[src/blsr_sync.sv]
`default_nettype none

package blsr_pkg;
  // pin sampler width and bit order
  localparam int unsigned SYNC_W      = 6;
  localparam int unsigned PIN_S_SERR  = 0;
  localparam int unsigned PIN_P_LOCK  = 1;
  localparam int unsigned PIN_P_FRAME = 2;
  localparam int unsigned PIN_S_LOCK  = 3;
  localparam int unsigned PIN_S_FRAME = 4;
  localparam int unsigned PIN_S_IRDY  = 5;

  // register byte addresses
  localparam logic [7:0] ADDR_CMD_STATUS = 8'h00;
  localparam logic [7:0] ADDR_BRIDGE_CTL = 8'h04;
  localparam logic [7:0] ADDR_SEC_STATUS = 8'h08;
  localparam logic [7:0] ADDR_EVT_DIS    = 8'h0c;
  localparam logic [7:0] ADDR_REASON     = 8'h10;
  localparam logic [7:0] ADDR_LOCK_STAT  = 8'h14;

  // field positions
  localparam int unsigned BIT_SERR_EN   = 8;
  localparam int unsigned BIT_SIG_TA    = 27;
  localparam int unsigned BIT_SIG_SERR  = 30;
  localparam int unsigned BIT_FWD_EN    = 1;
  localparam int unsigned BIT_MA_MODE   = 5;
  localparam int unsigned BIT_MTO_EN    = 11;
  localparam int unsigned BIT_RCV_TA    = 12;
  localparam int unsigned BIT_RCV_MA    = 13;
  localparam int unsigned BIT_RCV_SERR  = 14;
  localparam int unsigned EVT_W         = 7;
  localparam int unsigned DIS_W         = 5;

  // event order in the reason register
  localparam int unsigned EV_SEC_SERR = 0;
  localparam int unsigned EV_PW_TA    = 1;
  localparam int unsigned EV_PW_MA    = 2;
  localparam int unsigned EV_PW_DISC  = 3;
  localparam int unsigned EV_DW_DISC  = 4;
  localparam int unsigned EV_DR_DISC  = 5;
  localparam int unsigned EV_MTO      = 6;

  localparam int unsigned CNT_W            = 25;
  localparam int unsigned RETRY_LIMIT_DFLT = 16777216;

  localparam logic [EVT_W-1:0] REASON_RST = 7'h00;
  localparam logic [DIS_W-1:0] DIS_RST    = 5'h00;

  typedef enum logic [2:0] {
    LK_IDLE    = 3'b000,
    LK_QUEUED  = 3'b001,
    LK_WAITBUS = 3'b010,
    LK_ADDR    = 3'b011,
    LK_DATA    = 3'b100,
    LK_SECLK   = 3'b101,
    LK_LOCKED  = 3'b110,
    LK_ABORTED = 3'b111
  } blsr_lock_type;
endpackage

module blsr_sync
  import blsr_pkg::*;
(
  input  wire logic              i_clk,
  input  wire logic              i_resetn,
  input  wire logic [SYNC_W-1:0] i_pins,
  input  wire logic [SYNC_W-1:0] i_rst_val,
  output logic      [SYNC_W-1:0] o_stable
);
  typedef struct packed {
    logic [SYNC_W-1:0] ff1;
    logic [SYNC_W-1:0] ff2;
    logic [SYNC_W-1:0] ff3;
    logic [SYNC_W-1:0] stable;
  } blsr_sync_type;

  blsr_sync_type r;
  blsr_sync_type next_r;

  always_comb begin
    next_r = r;
    next_r.ff1 = i_pins;
    next_r.ff2 = r.ff1;
    next_r.ff3 = r.ff2;
    // only a level seen on two late stages counts
    for (int i = 0; i < SYNC_W; i++) begin
      if (r.ff2[i] == r.ff3[i]) begin
        next_r.stable[i] = r.ff3[i];
      end
    end
  end

  // pins idle high; the reset value comes in as a constant from the parent
  always_ff @(posedge i_clk) begin
    if (!i_resetn) begin
      r <= '{ff1: i_rst_val, ff2: i_rst_val, ff3: i_rst_val, stable: i_rst_val};
    end else begin
      r <= next_r;
    end
  end

  assign o_stable = r.stable;
endmodule

`default_nettype wire

[src/blsr_core.sv]
// Our own choices: the placing of the registers and the APB interface to the registers.
`default_nettype none

module blsr_core
  import blsr_pkg::*;
#(
  parameter int unsigned RETRY_LIMIT = blsr_pkg::RETRY_LIMIT_DFLT
) (
  input  wire logic        i_clk,
  input  wire logic        i_resetn,
  // apb
  input  wire logic        i_psel,
  input  wire logic        i_penable,
  input  wire logic        i_pwrite,
  input  wire logic [7:0]  i_paddr,
  input  wire logic [31:0] i_pwdata,
  output logic             o_pready,
  output logic [31:0]      o_prdata,
  output logic             o_pslverr,
  // pins, active low, except o_s_lock_oe, which is an active-high drive enable
  input  wire logic        i_secondary_system_error_in_n,
  input  wire logic        i_p_lock_n,
  input  wire logic        i_p_frame_n,
  input  wire logic        i_s_lock_n,
  input  wire logic        i_s_frame_n,
  input  wire logic        i_s_irdy_n,
  output logic             o_primary_system_error_out_n,
  output logic             o_s_lock_out,
  output logic             o_s_lock_oe,
  // primary target side events
  input  wire logic        i_lock_req,
  input  wire logic        i_lock_req_read,
  input  wire logic        i_up_req,
  input  wire logic [31:0] i_req_addr,
  input  wire logic [3:0]  i_req_cmd,
  input  wire logic [3:0]  i_req_be,
  input  wire logic        i_req_par,
  input  wire logic        i_rep_valid,
  input  wire logic        i_prior_empty,
  input  wire logic        i_pw_pending,
  // secondary master side events
  input  wire logic        i_sec_data_done,
  input  wire logic        i_sec_retry,
  input  wire logic        i_sec_abort,
  input  wire logic        i_sec_abort_master,
  input  wire logic        i_master_timeout,
  input  wire logic        i_lpw_end,
  input  wire logic        i_pw_retry,
  input  wire logic        i_pw_done,
  input  wire logic        i_pw_target_abort,
  input  wire logic        i_pw_master_abort,
  input  wire logic        i_pw_locked,
  input  wire logic        i_dw_retry,
  input  wire logic        i_dw_done,
  input  wire logic        i_dr_retry,
  input  wire logic        i_dr_done,
  // answers
  output logic             o_tgt_retry,
  output logic             o_tgt_abort,
  output logic             o_read_return,
  output logic             o_queue_hold,
  output logic             o_fwd_locked,
  output logic             o_no_prefetch,
  output logic             o_up_unlocked,
  output logic             o_lrd_start,
  output logic [31:0]      o_lrd_addr,
  output logic [3:0]       o_lrd_cmd,
  output logic [3:0]       o_lrd_be,
  output logic             o_lrd_par,
  output logic             o_pw_discard,
  output logic             o_dw_discard,
  output logic             o_dr_discard,
  output logic             o_lrd_discard
);

  typedef struct packed {
    blsr_lock_type     fsm;
    logic              first;
    logic              lock_drv;
    logic [31:0]       addr;
    logic [3:0]        cmd;
    logic [3:0]        be;
    logic              par;
    logic              tgt_retry;
    logic              tgt_abort;
    logic              read_return;
    logic              lrd_start;
    logic              up_unlocked;
    logic              pw_disc;
    logic              dw_disc;
    logic              dr_disc;
    logic              lrd_disc;
    logic              hold;
    logic              flk;
    logic              serr_n;
    logic              s_serr_seen;
    logic [CNT_W-1:0]  cnt_pw;
    logic [CNT_W-1:0]  cnt_dw;
    logic [CNT_W-1:0]  cnt_dr;
    logic              serr_en;
    logic              sig_serr;
    logic              sig_ta;
    logic              fwd_en;
    logic              ma_mode;
    logic              mto_en;
    logic              rcv_serr;
    logic              rcv_ta;
    logic              rcv_ma;
    logic [DIS_W-1:0]  dis;
    logic [EVT_W-1:0]  reason;
    logic              pready;
    logic              pslverr;
    logic [31:0]       prdata;
  } blsr_state_type;

  localparam logic [CNT_W-1:0] LIMIT_M1 = CNT_W'(RETRY_LIMIT - 1);

  blsr_state_type r;
  blsr_state_type next_r;
  logic [SYNC_W-1:0] pins;
  logic [SYNC_W-1:0] pin_q;

  assign pins = {i_s_irdy_n, i_s_frame_n, i_s_lock_n,
                 i_p_frame_n, i_p_lock_n, i_secondary_system_error_in_n};

  blsr_sync u_sync (
    .i_clk     (i_clk),
    .i_resetn  (i_resetn),
    .i_pins    (pins),
    .i_rst_val ('1),
    .o_stable  (pin_q)
  );

  // retry counter step: bit CNT_W is the limit hit
  function automatic logic [CNT_W:0] retry_step(input logic [CNT_W-1:0] cnt,
                                                input logic retry,
                                                input logic done);
    logic [CNT_W:0] res;
    res = {1'b0, cnt};
    if (done) begin
      res = '0;
    end else if (retry) begin
      if (cnt >= LIMIT_M1) begin
        res = {1'b1, {CNT_W{1'b0}}};
      end else begin
        res = {1'b0, cnt + CNT_W'(1)};
      end
    end
    return res;
  endfunction

  function automatic logic w1c(input logic cur, input logic set,
                               input logic clr);
    // a set in the clearing cycle wins
    return set | (cur & ~clr);
  endfunction

  logic [CNT_W:0]  st_pw;
  logic [CNT_W:0]  st_dw;
  logic [CNT_W:0]  st_dr;
  logic [EVT_W-1:0] ev;
  logic            rep_match;
  logic            s_bus_idle;
  logic            s_serr_now;
  logic            wr_acc;
  logic            set_ta;
  logic            set_rta;
  logic            set_rma;
  logic            mto_fire;

  always_comb begin
    next_r = r;
    next_r.tgt_retry   = 1'b0;
    next_r.tgt_abort   = 1'b0;
    next_r.read_return = 1'b0;
    next_r.lrd_start   = 1'b0;
    next_r.up_unlocked = 1'b0;
    next_r.lrd_disc    = 1'b0;
    next_r.serr_n      = 1'b1;
    set_ta   = 1'b0;
    set_rta  = 1'b0;
    set_rma  = 1'b0;
    mto_fire = 1'b0;

    st_pw = retry_step(r.cnt_pw, i_pw_retry, i_pw_done);
    st_dw = retry_step(r.cnt_dw, i_dw_retry, i_dw_done);
    st_dr = retry_step(r.cnt_dr, i_dr_retry, i_dr_done);
    next_r.cnt_pw  = st_pw[CNT_W-1:0];
    next_r.cnt_dw  = st_dw[CNT_W-1:0];
    next_r.cnt_dr  = st_dr[CNT_W-1:0];
    next_r.pw_disc = st_pw[CNT_W];
    next_r.dw_disc = st_dw[CNT_W];
    next_r.dr_disc = st_dr[CNT_W];

    rep_match  = i_rep_valid && (i_req_addr == r.addr) && (i_req_cmd == r.cmd)
                 && (i_req_be == r.be);
    s_bus_idle = pin_q[PIN_S_FRAME] && pin_q[PIN_S_IRDY];
    // upstream lock state is never looked at
    next_r.up_unlocked = i_up_req;

    case (r.fsm)
      LK_IDLE: begin
        // a secondary-only lock never reaches this machine
        if (i_lock_req && i_lock_req_read) begin
          next_r.addr      = i_req_addr;
          next_r.cmd       = i_req_cmd;
          next_r.be        = i_req_be;
          next_r.par       = i_req_par;
          next_r.tgt_retry = 1'b1;
          next_r.first     = 1'b1;
          next_r.fsm       = LK_QUEUED;
        end
      end
      LK_QUEUED: begin
        next_r.tgt_retry = i_rep_valid;
        if (i_prior_empty) begin
          next_r.fsm = LK_WAITBUS;
        end
      end
      LK_WAITBUS: begin
        next_r.tgt_retry = i_rep_valid;
        if (pin_q[PIN_S_LOCK] && s_bus_idle) begin
          next_r.lrd_start = 1'b1;
          next_r.fsm       = LK_ADDR;
        end
      end
      LK_ADDR: begin
        next_r.tgt_retry = i_rep_valid;
        next_r.lock_drv  = 1'b1;
        next_r.fsm       = LK_DATA;
      end
      LK_DATA: begin
        next_r.tgt_retry = i_rep_valid;
        if (i_sec_abort) begin
          next_r.lock_drv = 1'b0;
          set_rta         = ~i_sec_abort_master;
          set_rma         = i_sec_abort_master;
          next_r.fsm      = LK_ABORTED;
        end else if (i_sec_data_done) begin
          next_r.first = 1'b0;
          next_r.fsm   = LK_SECLK;
        end else if (i_sec_retry && r.first) begin
          next_r.lock_drv = 1'b0;
          next_r.fsm      = LK_WAITBUS;
        end
      end
      LK_SECLK: begin
        if (i_master_timeout) begin
          mto_fire         = 1'b1;
          next_r.lock_drv  = 1'b0;
          next_r.lrd_disc  = 1'b1;
          next_r.fsm       = LK_IDLE;
        end else if (rep_match) begin
          next_r.read_return = 1'b1;
          next_r.fsm         = LK_LOCKED;
        end else begin
          next_r.tgt_retry = i_rep_valid;
        end
      end
      LK_LOCKED: begin
        // a retry here leaves the lock held
        if (i_lpw_end && pin_q[PIN_P_LOCK]) begin
          next_r.lock_drv = 1'b0;
          next_r.fsm      = LK_IDLE;
        end else if (pin_q[PIN_P_LOCK] && pin_q[PIN_P_FRAME] && !i_pw_pending) begin
          next_r.lock_drv = 1'b0;
          next_r.fsm      = LK_IDLE;
        end
      end
      LK_ABORTED: begin
        if (rep_match) begin
          next_r.tgt_abort = 1'b1;
          set_ta           = 1'b1;
          next_r.fsm       = LK_IDLE;
        end else if (i_master_timeout) begin
          mto_fire = 1'b1;
          next_r.fsm = LK_IDLE;
        end else begin
          next_r.tgt_retry = i_rep_valid;
        end
      end
      default: begin
        next_r.lock_drv = 1'b0;
        next_r.fsm      = LK_IDLE;
      end
    endcase
    // new locked requests are refused while the machine is busy, except in LK_LOCKED
    if (i_lock_req && (r.fsm != LK_IDLE) && (r.fsm != LK_LOCKED)) begin
      next_r.tgt_retry = 1'b1;
    end
    next_r.hold = (next_r.fsm != LK_IDLE);
    next_r.flk  = (next_r.fsm == LK_LOCKED);

    // system error events; only the secondary serr is forwarded on its assertion edge alone
    s_serr_now         = ~pin_q[PIN_S_SERR];
    next_r.s_serr_seen = s_serr_now;
    ev = '0;
    ev[EV_SEC_SERR] = s_serr_now && !r.s_serr_seen && r.fwd_en;
    ev[EV_PW_TA]    = i_pw_target_abort && (i_pw_locked || !r.dis[0]);
    ev[EV_PW_MA]    = i_pw_master_abort && r.ma_mode
                      && (i_pw_locked || !r.dis[1]);
    ev[EV_PW_DISC]  = next_r.pw_disc && !r.dis[2];
    ev[EV_DW_DISC]  = next_r.dw_disc && !r.dis[3];
    ev[EV_DR_DISC]  = next_r.dr_disc && !r.dis[4];
    ev[EV_MTO]      = (mto_fire || (i_master_timeout && r.fsm == LK_IDLE))
                      && r.mto_en;
    if (!r.serr_en) begin
      ev = '0;
    end
    if (|ev) begin
      next_r.serr_n = 1'b0;
    end

    // apb: registered answer, one wait-free access phase
    wr_acc = i_psel && i_penable && r.pready && i_pwrite;
    next_r.pready  = i_psel && !i_penable;
    next_r.pslverr = 1'b0;
    if (wr_acc) begin
      case (i_paddr)
        ADDR_CMD_STATUS: next_r.serr_en = i_pwdata[BIT_SERR_EN];
        ADDR_BRIDGE_CTL: begin
          next_r.fwd_en  = i_pwdata[BIT_FWD_EN];
          next_r.ma_mode = i_pwdata[BIT_MA_MODE];
          next_r.mto_en  = i_pwdata[BIT_MTO_EN];
        end
        ADDR_EVT_DIS: next_r.dis = i_pwdata[DIS_W-1:0];
        default: begin
        end
      endcase
    end
    next_r.sig_serr = w1c(r.sig_serr, |ev,
      wr_acc && i_paddr == ADDR_CMD_STATUS && i_pwdata[BIT_SIG_SERR]);
    next_r.sig_ta = w1c(r.sig_ta, set_ta,
      wr_acc && i_paddr == ADDR_CMD_STATUS && i_pwdata[BIT_SIG_TA]);
    next_r.rcv_serr = w1c(r.rcv_serr, ev[EV_SEC_SERR],
      wr_acc && i_paddr == ADDR_SEC_STATUS && i_pwdata[BIT_RCV_SERR]);
    next_r.rcv_ta = w1c(r.rcv_ta, set_rta,
      wr_acc && i_paddr == ADDR_SEC_STATUS && i_pwdata[BIT_RCV_TA]);
    next_r.rcv_ma = w1c(r.rcv_ma, set_rma,
      wr_acc && i_paddr == ADDR_SEC_STATUS && i_pwdata[BIT_RCV_MA]);
    for (int i = 0; i < EVT_W; i++) begin
      next_r.reason[i] = w1c(r.reason[i], ev[i],
        wr_acc && i_paddr == ADDR_REASON && i_pwdata[i]);
    end
    if (i_psel && !i_penable) begin
      next_r.prdata = '0;
      case (i_paddr)
        ADDR_CMD_STATUS: begin
          next_r.prdata[BIT_SERR_EN]  = r.serr_en;
          next_r.prdata[BIT_SIG_TA]   = r.sig_ta;
          next_r.prdata[BIT_SIG_SERR] = r.sig_serr;
        end
        ADDR_BRIDGE_CTL: begin
          next_r.prdata[BIT_FWD_EN]  = r.fwd_en;
          next_r.prdata[BIT_MA_MODE] = r.ma_mode;
          next_r.prdata[BIT_MTO_EN]  = r.mto_en;
        end
        ADDR_SEC_STATUS: begin
          next_r.prdata[BIT_RCV_TA]   = r.rcv_ta;
          next_r.prdata[BIT_RCV_MA]   = r.rcv_ma;
          next_r.prdata[BIT_RCV_SERR] = r.rcv_serr;
        end
        ADDR_EVT_DIS: next_r.prdata[DIS_W-1:0] = r.dis;
        ADDR_REASON:  next_r.prdata[EVT_W-1:0] = r.reason;
        ADDR_LOCK_STAT: next_r.prdata[4:0] = {r.lock_drv, r.first, r.fsm};
        default: next_r.pslverr = 1'b1;
      endcase
    end
  end

  always_ff @(posedge i_clk) begin
    if (!i_resetn) begin
      r        <= '0;
      r.fsm    <= LK_IDLE;
      r.serr_n <= 1'b1;
      r.s_serr_seen <= 1'b0;
      r.dis    <= DIS_RST;
      r.reason <= REASON_RST;
    end else begin
      r <= next_r;
    end
  end

  assign o_pready  = r.pready;
  assign o_prdata  = r.prdata;
  assign o_pslverr = r.pslverr;
  assign o_primary_system_error_out_n = r.serr_n;
  // open drain style: drive low only while the lock is held
  assign o_s_lock_out  = 1'b0;
  assign o_s_lock_oe   = r.lock_drv;
  assign o_tgt_retry   = r.tgt_retry;
  assign o_tgt_abort   = r.tgt_abort;
  assign o_read_return = r.read_return;
  assign o_queue_hold  = r.hold;
  assign o_fwd_locked  = r.flk;
  assign o_no_prefetch = r.lock_drv;
  assign o_up_unlocked = r.up_unlocked;
  assign o_lrd_start   = r.lrd_start;
  assign o_lrd_addr    = r.addr;
  assign o_lrd_cmd     = r.cmd;
  assign o_lrd_be      = r.be;
  assign o_lrd_par     = r.par;
  assign o_pw_discard  = r.pw_disc;
  assign o_dw_discard  = r.dw_disc;
  assign o_dr_discard  = r.dr_disc;
  assign o_lrd_discard = r.lrd_disc;

endmodule

`default_nettype wire

[config.mk]
export PLATFORM = sky130hd
export DESIGN_NAME = blsr_core
export DESIGN_NICKNAME = d
export VERILOG_FILES = /design/src/blsr_sync.sv /design/src/blsr_core.sv
export SDC_FILE = /design/constraint.sdc
export NUM_CORES = 1
export LEC_CHECK = 0
export ABC_AREA = 1
export BUFFER_PORTS_ARGS = -buffer_cell sky130_fd_sc_hd__buf_2
export CORE_ASPECT_RATIO = 1.1
export CORE_UTILIZATION = 53
export CTS_CLUSTER_SIZE = 28
export DETAILED_ROUTE_END_ITERATION = 8
export PLACE_DENSITY_LB_ADDON = 0.05
export SETUP_SLACK_MARGIN = 0.02
export SLEW_MARGIN = 40
export SYNTH_ARGS = -nofsm -noshare
export SYNTH_HDL_FRONTEND = slang
export SYNTH_HIERARCHICAL = 1
export SYNTH_SLANG_ARGS = --single-unit
[constraint.sdc]
create_clock -name i_clk -period 2.2 [get_ports i_clk]
set_input_delay 0.11 -clock i_clk [delete_from_list [all_inputs] [get_ports i_clk]]
set_output_delay 0.11 -clock i_clk [all_outputs]
set_load 0.03 [all_outputs]
==> results by stage, run 1 <==
Run status:
- The run finished with clean final reports.

Clock network:
- After clock tree synthesis, the repair step resized 0 gates.
- Clock-pin slew was measured on the worst setup and hold paths at 0.07 ns.
- The maximum number of buffers from clock root to sink is 2.
- The cell sitting at the root of the clock tree is a clkbuf_16.
- In this run, CTS created clock tree buffers numbering 17.
- TritonCTS built the clock tree.
- The maximum level of the CTS H-tree is 4.
- The sink count of the clock tree is 195.
- For the worst-skew pair, the clock arrives at the later sink with an insertion delay of 0.43 ns.

Timing:
- The worst setup slack after layout is 0.3036 ns.
- Setup violations remaining at the end of the flow were counted as 0.
- Across the routed clock network, the largest skew measured is 0.008684 ns.
- Setup repair after global routing left no endpoint under its margin.
- The transition at the pin with the smallest max-transition slack is 0.6312 ns.
- Static timing analysis puts the maximum clock frequency at 527.3 MHz.
- After layout, the minimum clock period comes to 1.896 ns.
- The final critical-path share of the clock period is 0.8620.
- Headroom to the max-slew limit came out at 0.5760.
- The final total negative setup slack is 0 ns.
- The final count of hold timing violations is 0.
- The max-slew violation count is 0.

Setup path:
- The count of buffering cells on the critical path with inverters included is 3.
- The cell type group with the largest total delay on the critical path is buffers and inverters.
- Walking the worst path, the cells encountered are inv_1 > nand2_1 > nor2_1 > inv_1 > nor2_1 > nand2_1 > dlygate4sd3_1 > a21oi_1.
- The maximum fanout along the worst path is 7.
- The worst setup path is captured at a flop.
- Data on the critical path is required at its endpoint by 2.57 ns.
- For the worst setup path, the data arrival time is 2.26 ns.
- The highest cell delay on the worst timing path is 0.54 ns.
- The critical path startpoint category is a flop.
- The slowest stage of the critical path belongs to the cell dlygate4sd3_1.
- The critical path is of the flop to flop type.

Power and ir drop:
- The internal power of the cells totals 5.549 mW.
- The share of total power in combinational logic is 0.137.
- The overall power is 7.743 mW.
- The worst-case IR drop observed on VDD is 0.5630 mV.
- The power dissipated by switching net loads is 2.194 mW.
- Of the total power, registers draw 0.487.
- The proportion of total power due to net switching is 0.2834.
- The total power divided by cell area is 655.8 mW/mm2.
- The part of the total power dissipated in the clock network is 0.376.
- The leakage power is 5.213 nW.

Place:
- The setup slack at placement is 0.3192 ns.
- The half-perimeter wire length after detailed placement is 18550 um.
- At the end of routability-driven placement, the weighted congestion stood at 0.8824.
- During placement, the flow inserted port buffers numbering 165.
- The instance count after placement with tap cells included is 1796.

Synthesis:
- Sorting the synthesized cells by area gives the leading types as dfxtp_1 38%, nand2_1 14%, inv_1 6.3%, nor2_1 6.1%, buf_4 5.7%.
- Synthesis instantiated 48 different standard cells from the library.
- The Yosys step of the flow raised 6 warnings.
- The share of the Yosys chip area taken by registers is 0.3942.
- In this run, synthesis inferred 6 flip-flops with an integrated enable.
- The most used flip-flop cell after synthesis is dfxtp_1.
- The post-synthesis average cell area is 6.906 um2.
- After synthesis, the share of flip-flops with an asynchronous set or reset is 0.
- The area share of the leading cell type in the synthesized netlist is 0.3763.
- The number of instances in the synthesized netlist is 1456.
- The number of register bits inferred by synthesis is 195.
- The largest area contributor in the netlist is dfxtp_1.
- The combined area of all synthesized cells is 0.01005 mm2.

Detailed routing:
- The final wirelength is 24700 um.
- The first-pass iteration count of the detailed router is 5.
- The via count of the routed design is 9346.
- The per-cell via count in the routed design is 4.961.
- The first routing iteration left 552 violations.
- The antenna violation net count after detailed routing is 0.
- The routed wire length per instance is 13.11 um.
- The number of design rule violations left after detail routing is 0.

GRT:
- The aggregate global routing overflow is 0.
- The initial antenna violation count is 2.
- Across every metal layer, demand over resource in global routing totals 0.2569.
- Entering global routing, the biggest net connects 88 pins.
- The via count of the first global-routing pass is 8763.
- The first-pass GRT wire length is 40450 um.

Floorplan:
- The area inside the core boundary is 0.01848 mm2.
- The die covers 0.01953 mm2.
- The floorplan step set the die height to 146.5 um.
- After floorplanning, the core was divided into 52 placement rows.
- The initial utilization of the core area, before any placement, comes to 0.5441.
- The die is 133.3 um wide.
- The count of boundary I/O pins is 203.

Job:
- The number of maximum-capacitance constraint violations is 0.

Layout:
- The leading cell type in the layout, fill and taps excluded is nand2_1.
- The fraction of the core area covered by cells at the end of the flow is 0.6389.
- After the flow finishes, the layout carries non-filler instances totaling 1884.
- Relative to the synthesized area, the layout overhead comes to 17.42%.
- The number of nets in the layout is 1742.
- The fraction of final layout cells with drive strength greater than 1 is 0.1550.
- The top cell types in the final layout, fill and taps aside, are 378 x nand2_1, 189 x dfxtp_1, 169 x inv_1.

Hold path:
- The worst hold path belongs to the class input port to flop.
[kinds of logic after synthesis]
group | after synthesis | share of synthesized area
and+or+nand+nor | 731 | 0.3186
buffers and inverters | 280 | 0.1366
AOI/OAI and AO/OA | 199 | 0.1060
DFF | 195 | 0.3942
xor gates and xnor gates | 46 | 0.04007
adders and majority gates | 3 | 0.003734
other | 2 | 0.0007469
[final timing paths]
kind,cells after the start,startpoint,slack [ns],end
setup / recovery,8,r[186],0.30,r[47]
hold / removal,4,i_pwdata[12],0.01,r[47]
setup reg to reg,8,r[186],0.30,r[47]
hold reg to reg,2,u_sync/next_r[15],0.43,u_sync/next_r[9]
[synth_stat cells, types with 3 or more instances]
library cell / count
nor3b_1: 11
nand4_1: 23
o22ai_1: 3
xnor2_1: 16
nand2_1: 378
a31oi_1: 4
nor2_2: 10
xor2_1: 30
a211oi_1: 4
clkbuf_1: 20
o21ai_1: 5
buf_4: 76
buf_2: 9
nor4_1: 4
nand2_2: 4
nand3b_1: 4
dfxtp_1: 189
nand3_2: 5
nor3_2: 4
inv_2: 3
o21ai_0: 76
nand3_1: 57
a21oi_1: 91
o211ai_1: 4
nor3_1: 55
ha_1: 3
edfxtp_1: 6
inv_1: 169
nor2_1: 163
[per-stage QoR]
stage | area (um2) | hold WS, ns
floorplan | 10140 | 0.2076
global placement | 10710 | 0.2997
detailed placement | 10710 | 0.3016
CTS | 11800 | 0.0001867
global route | 11800 | 0.02517
finish | 11810 | 0.01196
[routing by layer]
layer | global-route usage | vias to the layer above | wire [um]
li1 | - | 4890 | -
met1 | 0.3100 | 4219 | 10940
met2 | 0.4536 | 200 | 12010
met3 | 0.04444 | 37 | 1177
met4 | 0.09432 | 0 | 565
met5 | 0 | - | 0
[state kept, by name, indices dropped and copies added (netlist names), 4 cells and up]
signal           cells
o_prdata            14
o_lrd_be             4
u_sync/o_stable      6
u_sync/r             6
o_lrd_cmd            4
r                  101
o_lrd_addr          32
u_sync/next_r       12
[power by group through the flow]
stage | logic, mW | registers [mW] | clock network, mW
3_3_place_gp | 0.971 | 3.84 | 0
4_1_cts | 1.06 | 3.77 | 3.00
5_1_grt | 1.17 | 3.78 | 3.12
6_report | 1.06 | 3.77 | 2.91
2_1_floorplan | 0.766 | 3.84 | 0
3_5_place_dp | 0.981 | 3.85 | 0
[layout make-up]
cell class | count | area [um2]
Tap cell | 243 | 304.0
Clock inverter | 12 | 101.3
Clock buffer | 20 | 446.7
Inverter | 172 | 645.6
Antenna cell | 2 | 5.005
Multi-Input combinational cell | 1004 | 4808
Timing Repair Buffer | 236 | 1531
Sequential cell | 195 | 3964
Fill cell | 1737 | 6671
[worst reg2reg max path, delay by kind of cell (launching register included)]
family	cells	cell delay, ns
simple gates	4	0.49
compound gates	1	0.13
flops	1	0.39
buf+inv	3	0.80
[timing repair]
action                                 4_1_cts  5_1_grt
hold buffers                                54        0
setup buffers                                0        0
endpoints found under the hold margin       57        0
Note: power is estimated with default switching activity, not from simulation.
==> run 2, diff against run 1 <==
--- a/config.mk
+++ b/config.mk
@@ -8,7 +8,7 @@
 export ABC_AREA = 1
 export BUFFER_PORTS_ARGS = -buffer_cell sky130_fd_sc_hd__buf_2
 export CORE_ASPECT_RATIO = 1.1
-export CORE_UTILIZATION = 53
+export CORE_UTILIZATION = 35
 export CTS_CLUSTER_SIZE = 28
 export DETAILED_ROUTE_END_ITERATION = 8
 export PLACE_DENSITY_LB_ADDON = 0.05
==> run 2 against run 1 <==
Net effect: flip-flop and latch count stayed put; critical path type unchanged; utilization down 21 points; worst setup slack worse by 0.073 ns; non-clock buffer count is 11 higher; highest routed layer is now met5; count of clock-buffer cells in the layout unchanged; largest power group unchanged.
==> results by stage, run 2 (synthesized netlist as in run 1, its figures left out) <==
Setup path:
- STA classifies the critical path startpoint as a flop.
- The critical path contains buffers and inverters numbering 3 combined.
- The data arrival at the endpoint of the critical path is 2.33 ns.
- Broken down by cell family, the worst path's largest delay share belongs to buffers and inverters.
- The critical path class is flop to flop.
- The most common cell type on the critical path is inv_1.
- In this design, the stage delay of the slowest critical-path cell is 0.55 ns.
- For the worst setup path, the data required time is 2.56 ns.
- The slowest cell on the critical path is dfxtp_1.
- In this run the worst path has a maximum fanout of 8.
- The signal on the critical path passes through inv_1 > nor2_2 > inv_1 > nor2_1 > nand2_1 > dlygate4sd3_1 > a21oi_1.
- STA classifies the critical path endpoint as a flop.

Clock network:
- The clock buffer count from CTS is 17.
- The post-CTS clock slew at the launch and capture registers of the worst setup and hold paths is 0.08 ns.
- The maximum level of the CTS H-tree is 4.
- TritonCTS built the clock tree.
- At the later pin of the worst-skew pair, clock insertion delay measures 0.44 ns.
- The CTS root buffer is clkbuf_16.
- The longest clock path from root to sink contains 2 buffers.
- CTS saw 195 sinks.

Detailed routing:
- The per-cell via count in the routed design is 4.573.
- The number of design rule violations left after detail routing is 0.
- The routed wire length per instance is 13.72 um.
- The detail route stage leaves a number of antenna-violating nets equal to 0.
- The final wirelength is 27630 um.
- The first-pass iteration count of the detailed router is 7.
- The via count of the routed design is 9210.
- The first routing iteration left 512 violations.

Power and ir drop:
- Power spread over the standard cell area amounts to 667.1 mW/mm2.
- The maximum VDD drop is 0.4473 mV.
- The share of total power dissipated in the clock network is 0.401.
- The share of total power dissipated in combinational logic is 0.134.
- In this run the static leakage power is 5.325 nW.
- The cell internal power dissipation is 5.800 mW.
- The analysis attributes to net switching a power of 2.299 mW.
- The sequential cell fraction of total power is 0.465.
- The proportion of total power due to net switching is 0.2838.

Layout:
- In the final layout, the share of cells above drive strength 1 is 0.1564.
- The number of nets in the layout is 1753.
- The count of cells in the finished layout, fillers not included, comes to 2014.
- The register with the most flip-flops in the layout has 101 of them.
- Counting the fill cells in the layout gives 3043.
- The growth of design area from synthesis to finish is 20.74%.
- Leaving out fill and tap cells, the most frequent cells in the layout are 377 x nand2_1, 189 x dfxtp_1, 169 x inv_1.
- The library cell used most frequently in the layout, excluding fill and tap cells, is nand2_1.
- Ranked by flip-flop count, first place goes to r.

Timing:
- The worst path in the final design needs a cycle of 1.970 ns, including I/O delays and setup.
- Setup total negative slack on the finished layout was measured at 0 ns.
- After layout, the worst setup slack is 0.2304 ns.
- The setup skew after layout is 0.01430 ns.
- Setup repair after global routing left no endpoint under its margin.
- The final critical-path share of the clock period is 0.8953.
- The final count of hold timing violations was 0.
- The highest clock rate is 507.7 MHz.
- The worst pin sits at a relative slew slack of 0.5175.
- The max-slew violation count is 0.
- Setup violations remaining at the end of the flow were counted as 0.
- The transition at the pin with the smallest max-transition slack is 0.7210 ns.

Floorplan:
- The die outline height is 179.8 um.
- The core region is 0.02803 mm2.
- The count of boundary I/O pins is 203.
- The cell row count is 64.
- For this configuration, the core starts out at a cell density of 0.3587.
- Measured along the x axis, the die boundary spans 163.6 um.
- The area of the die is 0.02941 mm2.

Place:
- Detailed placement ended at an HPWL of 21020 um.
- The instance count after placement with tap cells included is 1916.
- Timing analysis after detailed placement gives a worst setup slack of 0.2498 ns.
- Port buffering added 165 buffers.
- At the end of routability-driven placement, the weighted congestion stood at 0.8483.

Job:
- The number of maximum-capacitance constraint violations is 0.

GRT:
- The aggregate global routing overflow is 0.
- Entering global routing, the biggest net connects 88 pins.
- The aggregate global-route resource usage is 0.1876.
- The via count of the first global-routing pass is 8575.
- The initial antenna violation count is 3.
- The first global-routing pass estimated 43590 um of wire.

Hold path:
- In this run the worst hold path is classified as input port to flop.

Run status:
- The flow ran to the end, and the final reports show no timing, DRC or antenna violations.
run 2: layer usage:
metal	track usage	vias up	part of all wire
met3	0.03484	28	0.040
met4	0.05519	4	0.015
met2	0.3129	152	0.47
met1	0.2436	4114	0.48
met5	0	-	0.00094
li1	-	4912	-
run 2: final timing paths:
check	start	end	slack, ns	depth (start not counted)
setup / recovery	r[188]	r[47]	0.23	7
hold reg to reg	u_sync/next_r[16]	u_sync/next_r[10]	0.43	2
hold / removal	i_req_addr[28]	o_lrd_addr[28]	0.02	3
setup reg to reg	r[188]	r[47]	0.23	7
run 2: layout make-up:
type                       instances  area (um2)  area share
multi-input combinational       1004        4813      0.3965
sequential                       195        3964      0.3265
timing repair buffer             247        1654      0.1362
inverter                         172       645.6     0.05318
clock buffer                      20       478.0     0.03937
tap                              363       454.2     0.03741
clock inverter                    12       128.9     0.01062
antenna                            1       2.502   0.0002061
run 2: through the flow:
stage	hold WS (ns)	util	instance area [um2]	power, mW
after global routing	0.02052	0.4331	12140	8.493
after global placement	0.2918	0.3880	10880	4.847
after detailed placement	0.3006	0.3880	10880	4.853
after CTS	0.002139	0.4329	12130	8.222
final	0.02497	0.4332	12140	8.098
after floorplan	0.2076	-	10140	4.605
run 2: power by group through the flow:
| stage | logic [mW] | registers [mW] | clock network [mW] |
|---|---|---|---|
| after floorplan | 0.766 | 3.84 | 0 |
| after global placement | 0.998 | 3.85 | 0 |
| after detailed placement | 1.00 | 3.85 | 0 |
| after CTS | 1.09 | 3.77 | 3.36 |
| after global routing | 1.21 | 3.78 | 3.50 |
| final | 1.09 | 3.77 | 3.24 |
run 2: worst register-to-register path: stages (launching register included):
cell	delay [ns]
dfxtp_1	0.55
inv_1	0.19
nor2_2	0.24
inv_1	0.11
nor2_1	0.09
nand2_1	0.05
dlygate4sd3_1	0.55
a21oi_1	0.13
run 2: timing repair:
action / 4_1_cts / 5_1_grt
setup endpoints to repair: 0 / 16
buffers inserted: 0 / 0
hold buffers: 65 / 0
gates resized for setup: 0 / 2
hold endpoints to repair: 67 / 0
